[src/logic/reset_init_pkg.sv]
// Package for the reset value initializer: register slots, byte-lane layout,
// initial value columns, bit masks and the bus and cause carriers.
// Assumes a 32-bit APB with a 12-bit byte address and one register per word.
package reset_init_pkg;

  localparam int NREG = 37;

  // Printed register offsets (register index; byte address is index times four)
  localparam logic [8:0] OFF_CAPTURE2_VALUE_HIGH      = 9'h01C;
  localparam logic [8:0] OFF_CAPTURE2_CONTROL         = 9'h01D;
  localparam logic [8:0] OFF_CONVERSION_RESULT_HIGH   = 9'h01E;
  localparam logic [8:0] OFF_CONVERTER_CONTROL0       = 9'h01F;
  localparam logic [8:0] OFF_CORE_OPTION_SETTINGS     = 9'h081;
  localparam logic [8:0] OFF_PORT_A_DIRECTION         = 9'h085;
  localparam logic [8:0] OFF_PORT_B_DIRECTION         = 9'h086;
  localparam logic [8:0] OFF_PORT_C_DIRECTION         = 9'h087;
  localparam logic [8:0] OFF_PORT_D_DIRECTION         = 9'h088;
  localparam logic [8:0] OFF_PORT_E_DIRECTION         = 9'h089;
  localparam logic [8:0] OFF_PERIPHERAL_IRQ_ENABLE1   = 9'h08C;
  localparam logic [8:0] OFF_PERIPHERAL_IRQ_ENABLE2   = 9'h08D;
  localparam logic [8:0] OFF_POWER_CONTROL_FLAGS      = 9'h08E;
  localparam logic [8:0] OFF_OSCILLATOR_CONTROL       = 9'h08F;
  localparam logic [8:0] OFF_OSCILLATOR_TUNING        = 9'h090;
  localparam logic [8:0] OFF_SERIAL_PORT_CONTROL2     = 9'h091;
  localparam logic [8:0] OFF_TIMER2_PERIOD            = 9'h092;
  localparam logic [8:0] OFF_SERIAL_SHARED            = 9'h093;
  localparam logic [8:0] OFF_SERIAL_PORT_STATE        = 9'h094;
  localparam logic [8:0] OFF_PORT_B_PULLUPS           = 9'h095;
  localparam logic [8:0] OFF_PORT_B_CHANGE_ENABLE     = 9'h096;
  localparam logic [8:0] OFF_VOLTAGE_REF_CONTROL      = 9'h097;
  localparam logic [8:0] OFF_UART_TX_CONTROL          = 9'h098;
  localparam logic [8:0] OFF_BAUD_DIVISOR_LOW         = 9'h099;
  localparam logic [8:0] OFF_BAUD_DIVISOR_HIGH        = 9'h09A;
  localparam logic [8:0] OFF_PWM_DEADBAND_CONTROL     = 9'h09B;
  localparam logic [8:0] OFF_PWM_AUTOSHUTDOWN_CONTROL = 9'h09C;
  localparam logic [8:0] OFF_PWM_STEERING_CONTROL     = 9'h09D;
  localparam logic [8:0] OFF_CONVERSION_RESULT_LOW    = 9'h09E;
  localparam logic [8:0] OFF_CONVERTER_CONTROL1       = 9'h09F;
  localparam logic [8:0] OFF_WATCHDOG_CONTROL         = 9'h105;
  localparam logic [8:0] OFF_COMPARATOR1_CONTROL      = 9'h107;
  localparam logic [8:0] OFF_COMPARATOR2_CONTROL      = 9'h108;
  localparam logic [8:0] OFF_INTERRUPT_CONTROL        = 9'h00B;
  localparam logic [8:0] OFF_PERIPHERAL_REQUEST       = 9'h00C;
  localparam logic [8:0] OFF_SERIAL_PORT_CONTROL      = 9'h014;

  // Storage slots that the logic treats specially
  localparam int SLOT_POWER       = 12;
  localparam int SLOT_OSC         = 13;
  localparam int SLOT_SLAVE       = 17;
  localparam int SLOT_MASK        = 18;
  localparam int SLOT_IRQ_CTRL    = 34;
  localparam int SLOT_IRQ_REQ     = 35;
  localparam int SLOT_SERIAL_CTRL = 36;

  // Offset of each slot; the slave address and the mask share one offset
  localparam logic [8:0] REG_OFFSET [NREG] = '{
    OFF_CAPTURE2_VALUE_HIGH, OFF_CAPTURE2_CONTROL, OFF_CONVERSION_RESULT_HIGH,
    OFF_CONVERTER_CONTROL0, OFF_CORE_OPTION_SETTINGS, OFF_PORT_A_DIRECTION,
    OFF_PORT_B_DIRECTION, OFF_PORT_C_DIRECTION, OFF_PORT_D_DIRECTION,
    OFF_PORT_E_DIRECTION, OFF_PERIPHERAL_IRQ_ENABLE1, OFF_PERIPHERAL_IRQ_ENABLE2,
    OFF_POWER_CONTROL_FLAGS, OFF_OSCILLATOR_CONTROL, OFF_OSCILLATOR_TUNING,
    OFF_SERIAL_PORT_CONTROL2, OFF_TIMER2_PERIOD, OFF_SERIAL_SHARED, OFF_SERIAL_SHARED,
    OFF_SERIAL_PORT_STATE, OFF_PORT_B_PULLUPS, OFF_PORT_B_CHANGE_ENABLE,
    OFF_VOLTAGE_REF_CONTROL, OFF_UART_TX_CONTROL, OFF_BAUD_DIVISOR_LOW,
    OFF_BAUD_DIVISOR_HIGH, OFF_PWM_DEADBAND_CONTROL, OFF_PWM_AUTOSHUTDOWN_CONTROL,
    OFF_PWM_STEERING_CONTROL, OFF_CONVERSION_RESULT_LOW, OFF_CONVERTER_CONTROL1,
    OFF_WATCHDOG_CONTROL, OFF_COMPARATOR1_CONTROL, OFF_COMPARATOR2_CONTROL,
    OFF_INTERRUPT_CONTROL, OFF_PERIPHERAL_REQUEST, OFF_SERIAL_PORT_CONTROL};

  // Implemented bits; all others read as zero
  localparam logic [7:0] REG_MASK [NREG] = '{
    8'hFF, 8'h3F, 8'hFF, 8'hDF, 8'hFF, 8'hFF, 8'hFF, 8'hFF, 8'hFF, 8'h0F,
    8'hFF, 8'hFF, 8'h33, 8'h7F, 8'h1F, 8'hFF, 8'hFF, 8'hFF, 8'hFF, 8'hFF,
    8'hFF, 8'hFF, 8'hFF, 8'hF7, 8'hFF, 8'hFF, 8'hFF, 8'hFF, 8'h1F, 8'hFF,
    8'hB0, 8'h1F, 8'hFB, 8'hFB, 8'hFF, 8'hFF, 8'hFF};

  // Power-on column (unknown bits taken as zero)
  localparam logic [7:0] REG_POR [NREG] = '{
    8'h00, 8'h00, 8'h00, 8'h00, 8'hFF, 8'hFF, 8'hFF, 8'hFF, 8'hFF, 8'h0F,
    8'h00, 8'h00, 8'h10, 8'h60, 8'h00, 8'h00, 8'hFF, 8'h00, 8'hFF, 8'h00,
    8'hFF, 8'h00, 8'h00, 8'h02, 8'h00, 8'h00, 8'h00, 8'h00, 8'h01, 8'h00,
    8'h00, 8'h08, 8'h00, 8'h00, 8'h00, 8'h00, 8'h00};

  // Bits kept on external and watchdog resets and, except power flag bit zero, on brown-out without supply_low
  localparam logic [7:0] REG_RST_KEEP [NREG] = '{
    8'hFF, 8'h00, 8'hFF, 8'h00, 8'h00, 8'h00, 8'h00, 8'h00, 8'h00, 8'h00,
    8'h00, 8'h00, 8'h13, 8'h00, 8'h1F, 8'h00, 8'h00, 8'h00, 8'h00, 8'h00,
    8'h00, 8'h00, 8'h00, 8'h00, 8'h00, 8'h00, 8'h00, 8'h00, 8'h00, 8'hFF,
    8'h00, 8'h00, 8'h00, 8'h00, 8'h01, 8'h00, 8'h00};

  // Power, oscillator and interrupt-control bits; serial mask mode; vector
  localparam int BIT_BROWNOUT    = 0;
  localparam int BIT_POWERON     = 1;
  localparam int BIT_SW_BROWNOUT = 4;
  localparam int BIT_ULP_WAKE    = 5;
  localparam int BIT_OSC_COND    = 3;
  localparam int BIT_IRQ_ENABLE  = 7;
  localparam logic [3:0]  SERIAL_MASK_MODE = 4'b1001;
  localparam logic [12:0] IRQ_VECTOR       = 13'h0004;

  typedef struct packed {
    logic        psel;
    logic        penable;
    logic        pwrite;
    logic [11:0] paddr;
    logic [31:0] pwdata;
    logic [3:0]  pstrb;
  } apb_req_type;

  typedef struct packed {
    logic [31:0] prdata;
    logic        pready;
    logic        pslverr;
  } apb_rsp_type;

  // One-hot reset or wake cause from the reset logic
  typedef struct packed {
    logic power_on;
    logic external;
    logic watchdog;
    logic brownout;
    logic wake_irq;
    logic wake_wdt;
  } reset_cause_type;

  // Wake source flags to record on an interrupt wake-up
  typedef struct packed {
    logic [2:0] irq_ctrl_flags;
    logic [7:0] irq_req_flags;
  } wake_flags_type;

  typedef enum logic [2:0] {COL_NONE, COL_POR, COL_RESET, COL_WAKE} column_type;

endpackage

[src/logic/reset_value_initializer.sv]
// Register bank that loads its initial contents according to the reset or
// wake-up cause, reachable as an APB slave.
// Assumes cause, flag and condition inputs come from logic on pclk.
//
// The implementer's own choice: register access over APB.
`timescale 1ns/1ps

// What this block does
// RQ1: Wake-up keeps all retaining bits unchanged
// RQ2: Unimplemented bits always read as zero
// RQ3: Condition bits load from live hardware condition
// RQ4: Interrupt wake sets wake source flag bits
// RQ5: Interrupt wake with enable loads vector
// RQ6: Brown-out without supply_low clears power flag bit zero; other resets keep it
// RQ7: Shared address reaches mask in mode 1001
// RQ8: Resets load ones and printed constants
// RQ9: Period and mask become ones always
// RQ10: Brown-out at low supply uses power-on
// RQ11: Every reset clears global interrupt enable
// RQ12: One-hot cause applied within one cycle
module reset_value_initializer (
  input  wire logic                            pclk,
  input  wire logic                            presetn,
  input  wire reset_init_pkg::apb_req_type     apb_req,
  output      reset_init_pkg::apb_rsp_type     apb_rsp,
  input  wire reset_init_pkg::reset_cause_type reset_cause,
  input  wire logic                            supply_low,
  input  wire logic                            osc_condition,
  input  wire reset_init_pkg::wake_flags_type  wake_flags,
  output      logic [reset_init_pkg::NREG-1:0][7:0] reg_image,
  output      logic                            global_interrupt_enable,
  output      logic                            vector_load,
  output      logic [12:0]                     vector_addr
);

  localparam int NREG = reset_init_pkg::NREG;

  logic [NREG-1:0][7:0]            regs_q;
  reset_init_pkg::reset_cause_type cause_prev_q;
  reset_init_pkg::reset_cause_type cause_rise;
  reset_init_pkg::column_type      column;
  logic                            is_brownout;
  logic                            mask_mode;
  logic                            access;
  logic                            wr_fire;
  logic                            hit;
  logic [5:0]                      hit_slot;
  logic [31:0]                     rd_word;
  logic                            pready_q;
  logic                            pslverr_q;
  logic [31:0]                     prdata_q;
  logic                            vector_load_q;
  logic [12:0]                     vector_addr_q;

  // Edge of each cause so a held cause is applied once
  always_ff @(posedge pclk or negedge presetn)
  begin
    if (!presetn)
      cause_prev_q <= '0;
    else
      cause_prev_q <= reset_cause;
  end

  assign cause_rise = reset_cause & ~cause_prev_q;

  // Pick the column of initial values; power-on outranks the rest
  always_comb
  begin
    column      = reset_init_pkg::COL_NONE;
    is_brownout = 1'b0;
    if (cause_rise.power_on)
      column = reset_init_pkg::COL_POR;
    else if (cause_rise.brownout && supply_low)
      column = reset_init_pkg::COL_POR; // [RQ10]
    else if (cause_rise.external || cause_rise.watchdog || cause_rise.brownout)
    begin
      column      = reset_init_pkg::COL_RESET; // [RQ12]
      is_brownout = cause_rise.brownout;
    end
    else if (cause_rise.wake_irq || cause_rise.wake_wdt)
      column = reset_init_pkg::COL_WAKE;
  end

  // Shared offset steers to the mask only in the address-mask mode
  assign mask_mode = regs_q[reset_init_pkg::SLOT_SERIAL_CTRL][3:0]
                     == reset_init_pkg::SERIAL_MASK_MODE; // [RQ7]

  // Address decode: aligned word whose index matches a slot
  always_comb
  begin
    hit      = 1'b0;
    hit_slot = '0;
    for (int i = 0; i < NREG; i++)
    begin
      if (apb_req.paddr[1:0] == 2'b00 &&
          apb_req.paddr[11:2] == {1'b0, reset_init_pkg::REG_OFFSET[i]})
      begin
        if (i == reset_init_pkg::SLOT_SLAVE && mask_mode)
          hit = hit;
        else if (i == reset_init_pkg::SLOT_MASK && !mask_mode)
          hit = hit; // [RQ7]
        else
        begin
          hit      = 1'b1;
          hit_slot = 6'(i);
        end
      end
    end
  end

  // Read data, masked to implemented bits
  always_comb
  begin
    rd_word = '0;
    if (hit)
      rd_word[7:0] = regs_q[hit_slot] & reset_init_pkg::REG_MASK[hit_slot]; // [RQ2]
  end

  // APB handshake: one wait state, answer in the second access cycle
  assign access  = apb_req.psel && apb_req.penable;
  assign wr_fire = access && pready_q && apb_req.pwrite && hit && apb_req.pstrb[0];

  always_ff @(posedge pclk or negedge presetn)
  begin
    if (!presetn)
    begin
      pready_q  <= 1'b0;
      pslverr_q <= 1'b0;
      prdata_q  <= '0;
    end
    else if (access && !pready_q)
    begin
      pready_q  <= 1'b1;
      pslverr_q <= !hit;
      prdata_q  <= apb_req.pwrite ? 32'h0000_0000 : rd_word;
    end
    else
    begin
      pready_q  <= 1'b0;
      pslverr_q <= 1'b0;
      prdata_q  <= '0;
    end
  end

  // Register storage: cause loading outranks a bus write in the same cycle
  always_ff @(posedge pclk or negedge presetn)
  begin
    if (!presetn)
    begin
      for (int i = 0; i < NREG; i++)
        regs_q[i] <= reset_init_pkg::REG_POR[i];
    end
    else
    begin
      case (column)
        reset_init_pkg::COL_POR:
        begin
          for (int i = 0; i < NREG; i++)
            regs_q[i] <= reset_init_pkg::REG_POR[i]; // [RQ8]
          // Brown-out flag is unknown at power-on, so it is left alone
          regs_q[reset_init_pkg::SLOT_POWER][reset_init_pkg::BIT_BROWNOUT] <=
            regs_q[reset_init_pkg::SLOT_POWER][reset_init_pkg::BIT_BROWNOUT];
          regs_q[reset_init_pkg::SLOT_OSC][reset_init_pkg::BIT_OSC_COND] <=
            osc_condition; // [RQ3]
        end
        reset_init_pkg::COL_RESET:
        begin
          for (int i = 0; i < NREG; i++)
            regs_q[i] <= ((regs_q[i] & reset_init_pkg::REG_RST_KEEP[i]) |
                          (reset_init_pkg::REG_POR[i] & ~reset_init_pkg::REG_RST_KEEP[i]))
                         & reset_init_pkg::REG_MASK[i]; // [RQ8] [RQ11]
          regs_q[reset_init_pkg::SLOT_OSC][reset_init_pkg::BIT_OSC_COND] <=
            osc_condition; // [RQ3]
          // Brown-out clears its flag; other resets keep it
          if (is_brownout)
            regs_q[reset_init_pkg::SLOT_POWER][reset_init_pkg::BIT_BROWNOUT] <= 1'b0; // [RQ6]
        end
        reset_init_pkg::COL_WAKE:
        begin
          // Everything retained except period and mask; an interrupt wake also sets wake flags
          regs_q[reset_init_pkg::SLOT_MASK] <= 8'hFF; // [RQ9] [RQ1]
          regs_q[16] <= reset_init_pkg::REG_POR[16]; // [RQ9]
          if (cause_rise.wake_irq)
          begin
            regs_q[reset_init_pkg::SLOT_IRQ_CTRL][2:0] <=
              regs_q[reset_init_pkg::SLOT_IRQ_CTRL][2:0] | wake_flags.irq_ctrl_flags; // [RQ4]
            regs_q[reset_init_pkg::SLOT_IRQ_REQ] <=
              regs_q[reset_init_pkg::SLOT_IRQ_REQ] | wake_flags.irq_req_flags; // [RQ4]
          end
        end
        default:
        begin
          if (wr_fire)
            regs_q[hit_slot] <= apb_req.pwdata[7:0] & reset_init_pkg::REG_MASK[hit_slot];
        end
      endcase
    end
  end

  // Vector load pulse on an interrupt wake while the global enable is set
  always_ff @(posedge pclk or negedge presetn)
  begin
    if (!presetn)
    begin
      vector_load_q <= 1'b0;
      vector_addr_q <= '0;
    end
    else
    begin
      vector_load_q <= column == reset_init_pkg::COL_WAKE && cause_rise.wake_irq &&
                       global_interrupt_enable; // [RQ5]
      vector_addr_q <= reset_init_pkg::IRQ_VECTOR;
    end
  end

  // Outputs straight from flip-flops
  assign apb_rsp.pready           = pready_q;
  assign apb_rsp.pslverr          = pslverr_q;
  assign apb_rsp.prdata           = prdata_q;
  assign reg_image                = regs_q;
  assign global_interrupt_enable  =
    regs_q[reset_init_pkg::SLOT_IRQ_CTRL][reset_init_pkg::BIT_IRQ_ENABLE]; // [RQ11]
  assign vector_load              = vector_load_q;
  assign vector_addr              = vector_addr_q;

endmodule

[config.mk]
export PLATFORM = sky130hd
export DESIGN_NAME = reset_value_initializer
export DESIGN_NICKNAME = d
export VERILOG_FILES = /design/src/logic/reset_init_pkg.sv /design/src/logic/reset_value_initializer.sv
export SDC_FILE = /design/constraint.sdc
export NUM_CORES = 1
export LEC_CHECK = 0
export ABC_AREA = 1
export BUFFER_PORTS_ARGS = -buffer_cell sky130_fd_sc_hd__buf_2
export CORE_UTILIZATION = 54
export DETAILED_ROUTE_END_ITERATION = 10
export GPL_TIMING_DRIVEN = 1
export MAX_ROUTING_LAYER = met4
export PLACE_DENSITY = 0.85
export SLEW_MARGIN = 40
export SYNTH_ARGS = -nofsm -noshare
export SYNTH_HDL_FRONTEND = slang
export SYNTH_SLANG_ARGS = --single-unit
[constraint.sdc]
create_clock -name pclk -period 3.9 [get_ports pclk]
set_input_delay 0.78 -clock pclk [delete_from_list [all_inputs] [get_ports pclk]]
set_output_delay 0.78 -clock pclk [all_outputs]
set_load 0.03 [all_outputs]
==> flow_metrics.py <==
metrics = {
    "finish": {
        "layout-drive-gt1-share": 0.323,
        "final_core_util": 0.740,
        "layout.nets": 2685,
        "area_growth_pct": 34.7,
        "fillers": 2239,
    },
    "cts": {
        "clock_latency_ns": 0.53,
        "clockBufferDepth": 3,
        "hold_buffers": 0,
        "cts-root-buf": "clkbuf_16",
        "cts_buffers": 34,
        "path_clk_slew_ns": 0.06,
        "cts_resized": 0,
        "htree_levels": 2,
        "cts_tree": "yes",
        "clock-sinks": 314,
        "cts_setup_buffers": 0,
    },
    "drt": {
        "route.detailed.drc": 0,
        "drtIter0Drc": 2882,
        "first_pass_iters": 6,
        "avgViaCountPerCell": 6.28,
        "drt-wirelength-per-cell_um": 25.3,
        "vias": 18979,
        "ant_nets": 0,
        "wirelength_mm": 76.3,
    },
    "floorplanning": {
        "fp-row-count": 63,
        "io_pins": 417,
        "die_area_um2": 30700,
        "die_h_um": 175,
        "die_w_um": 175,
        "initial_core_util": 0.549,
        "core_region_area_um2": 29600,
    },
    "synthesis": {
        "synth_warnings": 0,
        "synth-main-ff-cell": "dfrtp_1",
        "async_flop_share": 1.00,
        "avgSynthCellArea_um2": 8.04,
        "syn_area_um2": 16200,
        "seq_area_frac_synth": 0.490,
        "ys_ff_latch": 314,
        "synth_cell_types": 49,
        "synthCells": 2019,
        "synth_edf_count": 0,
    },
    "sta": {
        "relSlewSlack": 0.399,
        "worstMarginPinSlew_ns": 0.898,
        "rsz0062_at_grt": "no",
        "fmax_ghz": 0.269,
        "setup_ws_ns": 0.182,
        "min_period_ns": 3.72,
        "period_share": 0.953,
        "slew_violations": 0,
        "hold_viol_final": 0,
        "fin_skew_ns": 0.0160,
        "setup_viol": 0,
    },
    "worst_setup_path": {
        "crit_family": "simple AND/OR/NAND/NOR gates",
        "end_kind": "register",
        "worstPathMaxFanout": 12,
        "crit_path_start_kind": "register",
        "path_class": "reg -> reg",
        "cp.required_ns": 4.31,
        "cpPeakStageDelay_ns": 0.42,
        "cp_num_buf_inv": 5,
        "crit_chain": "inv_1 -> nand4_1 -> nand2_1 -> nand2_1 -> inv_1 -> nand4_1 -> nor2_1 -> buf_4 -> nand3_1 -> nor2_2 -> nand3_4 -> nor2_2 -> inv_1 -> o22ai_1 -> inv_1 -> nand3_1 -> nand2_1 -> nand3_1 -> nor2_1",
        "cp_common_cell": "inv_1",
        "worstPathArrival_ns": 4.13,
        "crit_slowest_cell": "nand4_1",
        "r2r_slack_ns": 0.18,
    },
    "place": {
        "hpwl_mm": 56.3,
        "numPortBuffers": 353,
        "gp_congestion": 1.04,
        "place_ws_ns": -0.129,
    },
    "global_routing": {
        "grt_pass1_vias": 18120,
        "grt_first_pass_wirelength_mm": 111,
        "grt_max_degree": 69,
        "gr-usage-all-layers": 0.504,
        "antenna_found_initial": 2,
        "grt.overflow.total": 0,
    },
    "job": {
        "drv_cap": 0,
    },
    "power_and_ir_drop": {
        "ir_worst_vdd_mv": 0.330,
        "powerDensity_nw_per_um2": 443,
        "power.static_leakage_nw": 11.2,
    },
    "min_path": {
        "hold_class": "in -> async",
    },
    "outcome": {
        "status": "finished, final reports clean",
    },
}
[placed cells by master, fill, tap and decap left out, types with 47 or more instances in the layout]
| cell | count |
|---|---|
| buf_12 | 47 |
| buf_2 | 352 |
| nand3_1 | 125 |
| o22ai_1 | 192 |
| a21oi_1 | 65 |
| nor2_1 | 219 |
| nand2_1 | 313 |
| o21ai_0 | 82 |
| inv_1 | 292 |
| dfrtp_1 | 240 |
| o21ai_1 | 55 |
| dfstp_2 | 74 |
| nand4_1 | 55 |
| buf_4 | 232 |
[stage by stage]
stage	hold slack, ns	setup TNS [ns]	cells	power (mW)	instance area (µm²)
6_report	0.166	0	3020	9.68	21900
4_1_cts	0.178	0	3018	9.58	21800
3_3_place_gp	0.469	-3.33	2956	6.13	20600
3_5_place_dp	0.491	-3.71	2957	6.18	20700
2_1_floorplan	0.457	0	2054	5.24	16400
5_1_grt	0.193	0	3020	9.90	21900
[per-layer routing]
layer,GRT usage,vias to the layer above,share of wire
li1,-,7840,-
met5,-,-,0
met3,0.114,409,0.13
met1,0.652,8939,0.37
met2,0.742,1791,0.44
met4,0.263,0,0.062
[kinds of logic after synthesis]
family                     Yosys count  share of synthesized area
muxes                                1                   0.000694
adders and majority gates           10                    0.00771
other                                2                   0.000463
AOI/OAI and AO/OA                  452                      0.164
DFF                                314                      0.490
and+or+nand+nor                    802                      0.222
buffers and inverters              438                      0.115
[synthesized netlist by cell type (4+ instances only)]
cell type,number,area (µm²)
a21oi_1,67,335
a21oi_2,12,105
a22oi_1,15,113
a31oi_1,5,31.3
buf_1,4,15.0
buf_2,35,175
buf_4,42,315
clkbuf_1,36,135
dfrtp_1,240,6010
dfstp_2,74,1940
ha_1,10,125
inv_1,292,1100
inv_2,25,93.8
nand2_1,313,1170
nand2_2,9,56.3
nand3_1,125,626
nand3b_1,16,120
nand4_1,55,344
nor2_1,222,833
nor2_2,12,75.1
nor2_4,5,56.3
nor3_1,28,140
o211ai_1,8,60.1
o21ai_0,82,410
o21ai_1,55,275
o22ai_1,192,1200
o31ai_1,4,30.0
or2_2,4,25.0
[worst paths after layout]
kind,startpoint,endpoint,cells past startpoint
max in group asynchronous,presetn,reg_image[54],3
max reg2reg,reg_image[289],prdata_q[1],19
min,presetn,reg_image[246],1
max,reg_image[289],prdata_q[1],19
min in group pclk,reset_cause[0],cause_prev_q[0],1
min reg2reg,reg_image[64],reg_image[64],2
[area by class of cell]
cell class / instances / area, µm² / share of cell area
Sequential cell: 314 / 7950 / 0.364
Multi-Input combinational cell: 1302 / 6560 / 0.300
Timing Repair Buffer: 633 / 4490 / 0.205
Inverter: 318 / 1190 / 0.0546
Clock buffer: 47 / 1000 / 0.0459
Tap cell: 390 / 488 / 0.0223
Clock inverter: 14 / 175 / 0.00801
Antenna cell: 2 / 5.00 / 0.000229
[power by group]
group	switching [mW]	internal, mW
Combinational	1.67	0.654
Sequential	0.248	3.65
Clock	1.40	2.07
Total	3.31	6.37
[worst reg2reg max path, delay by kind of cell, from the launching register on]
kind / cells / cell delay (ns)
compound gates: 1 / 0.32
flops: 1 / 0.39
buf+inv: 5 / 0.70
simple gates: 13 / 2.21
[sequential cells by signal, summed over array words and instances, names as in the netlist]
name and count:
prdata_q 8, vector_load 1, global_interrupt_enable 1, pready_q 1, vector_addr 1, cause_prev_q 6
reg_image 295, pslverr_q 1
No activity file was read; power rests on OpenSTA's default activity.
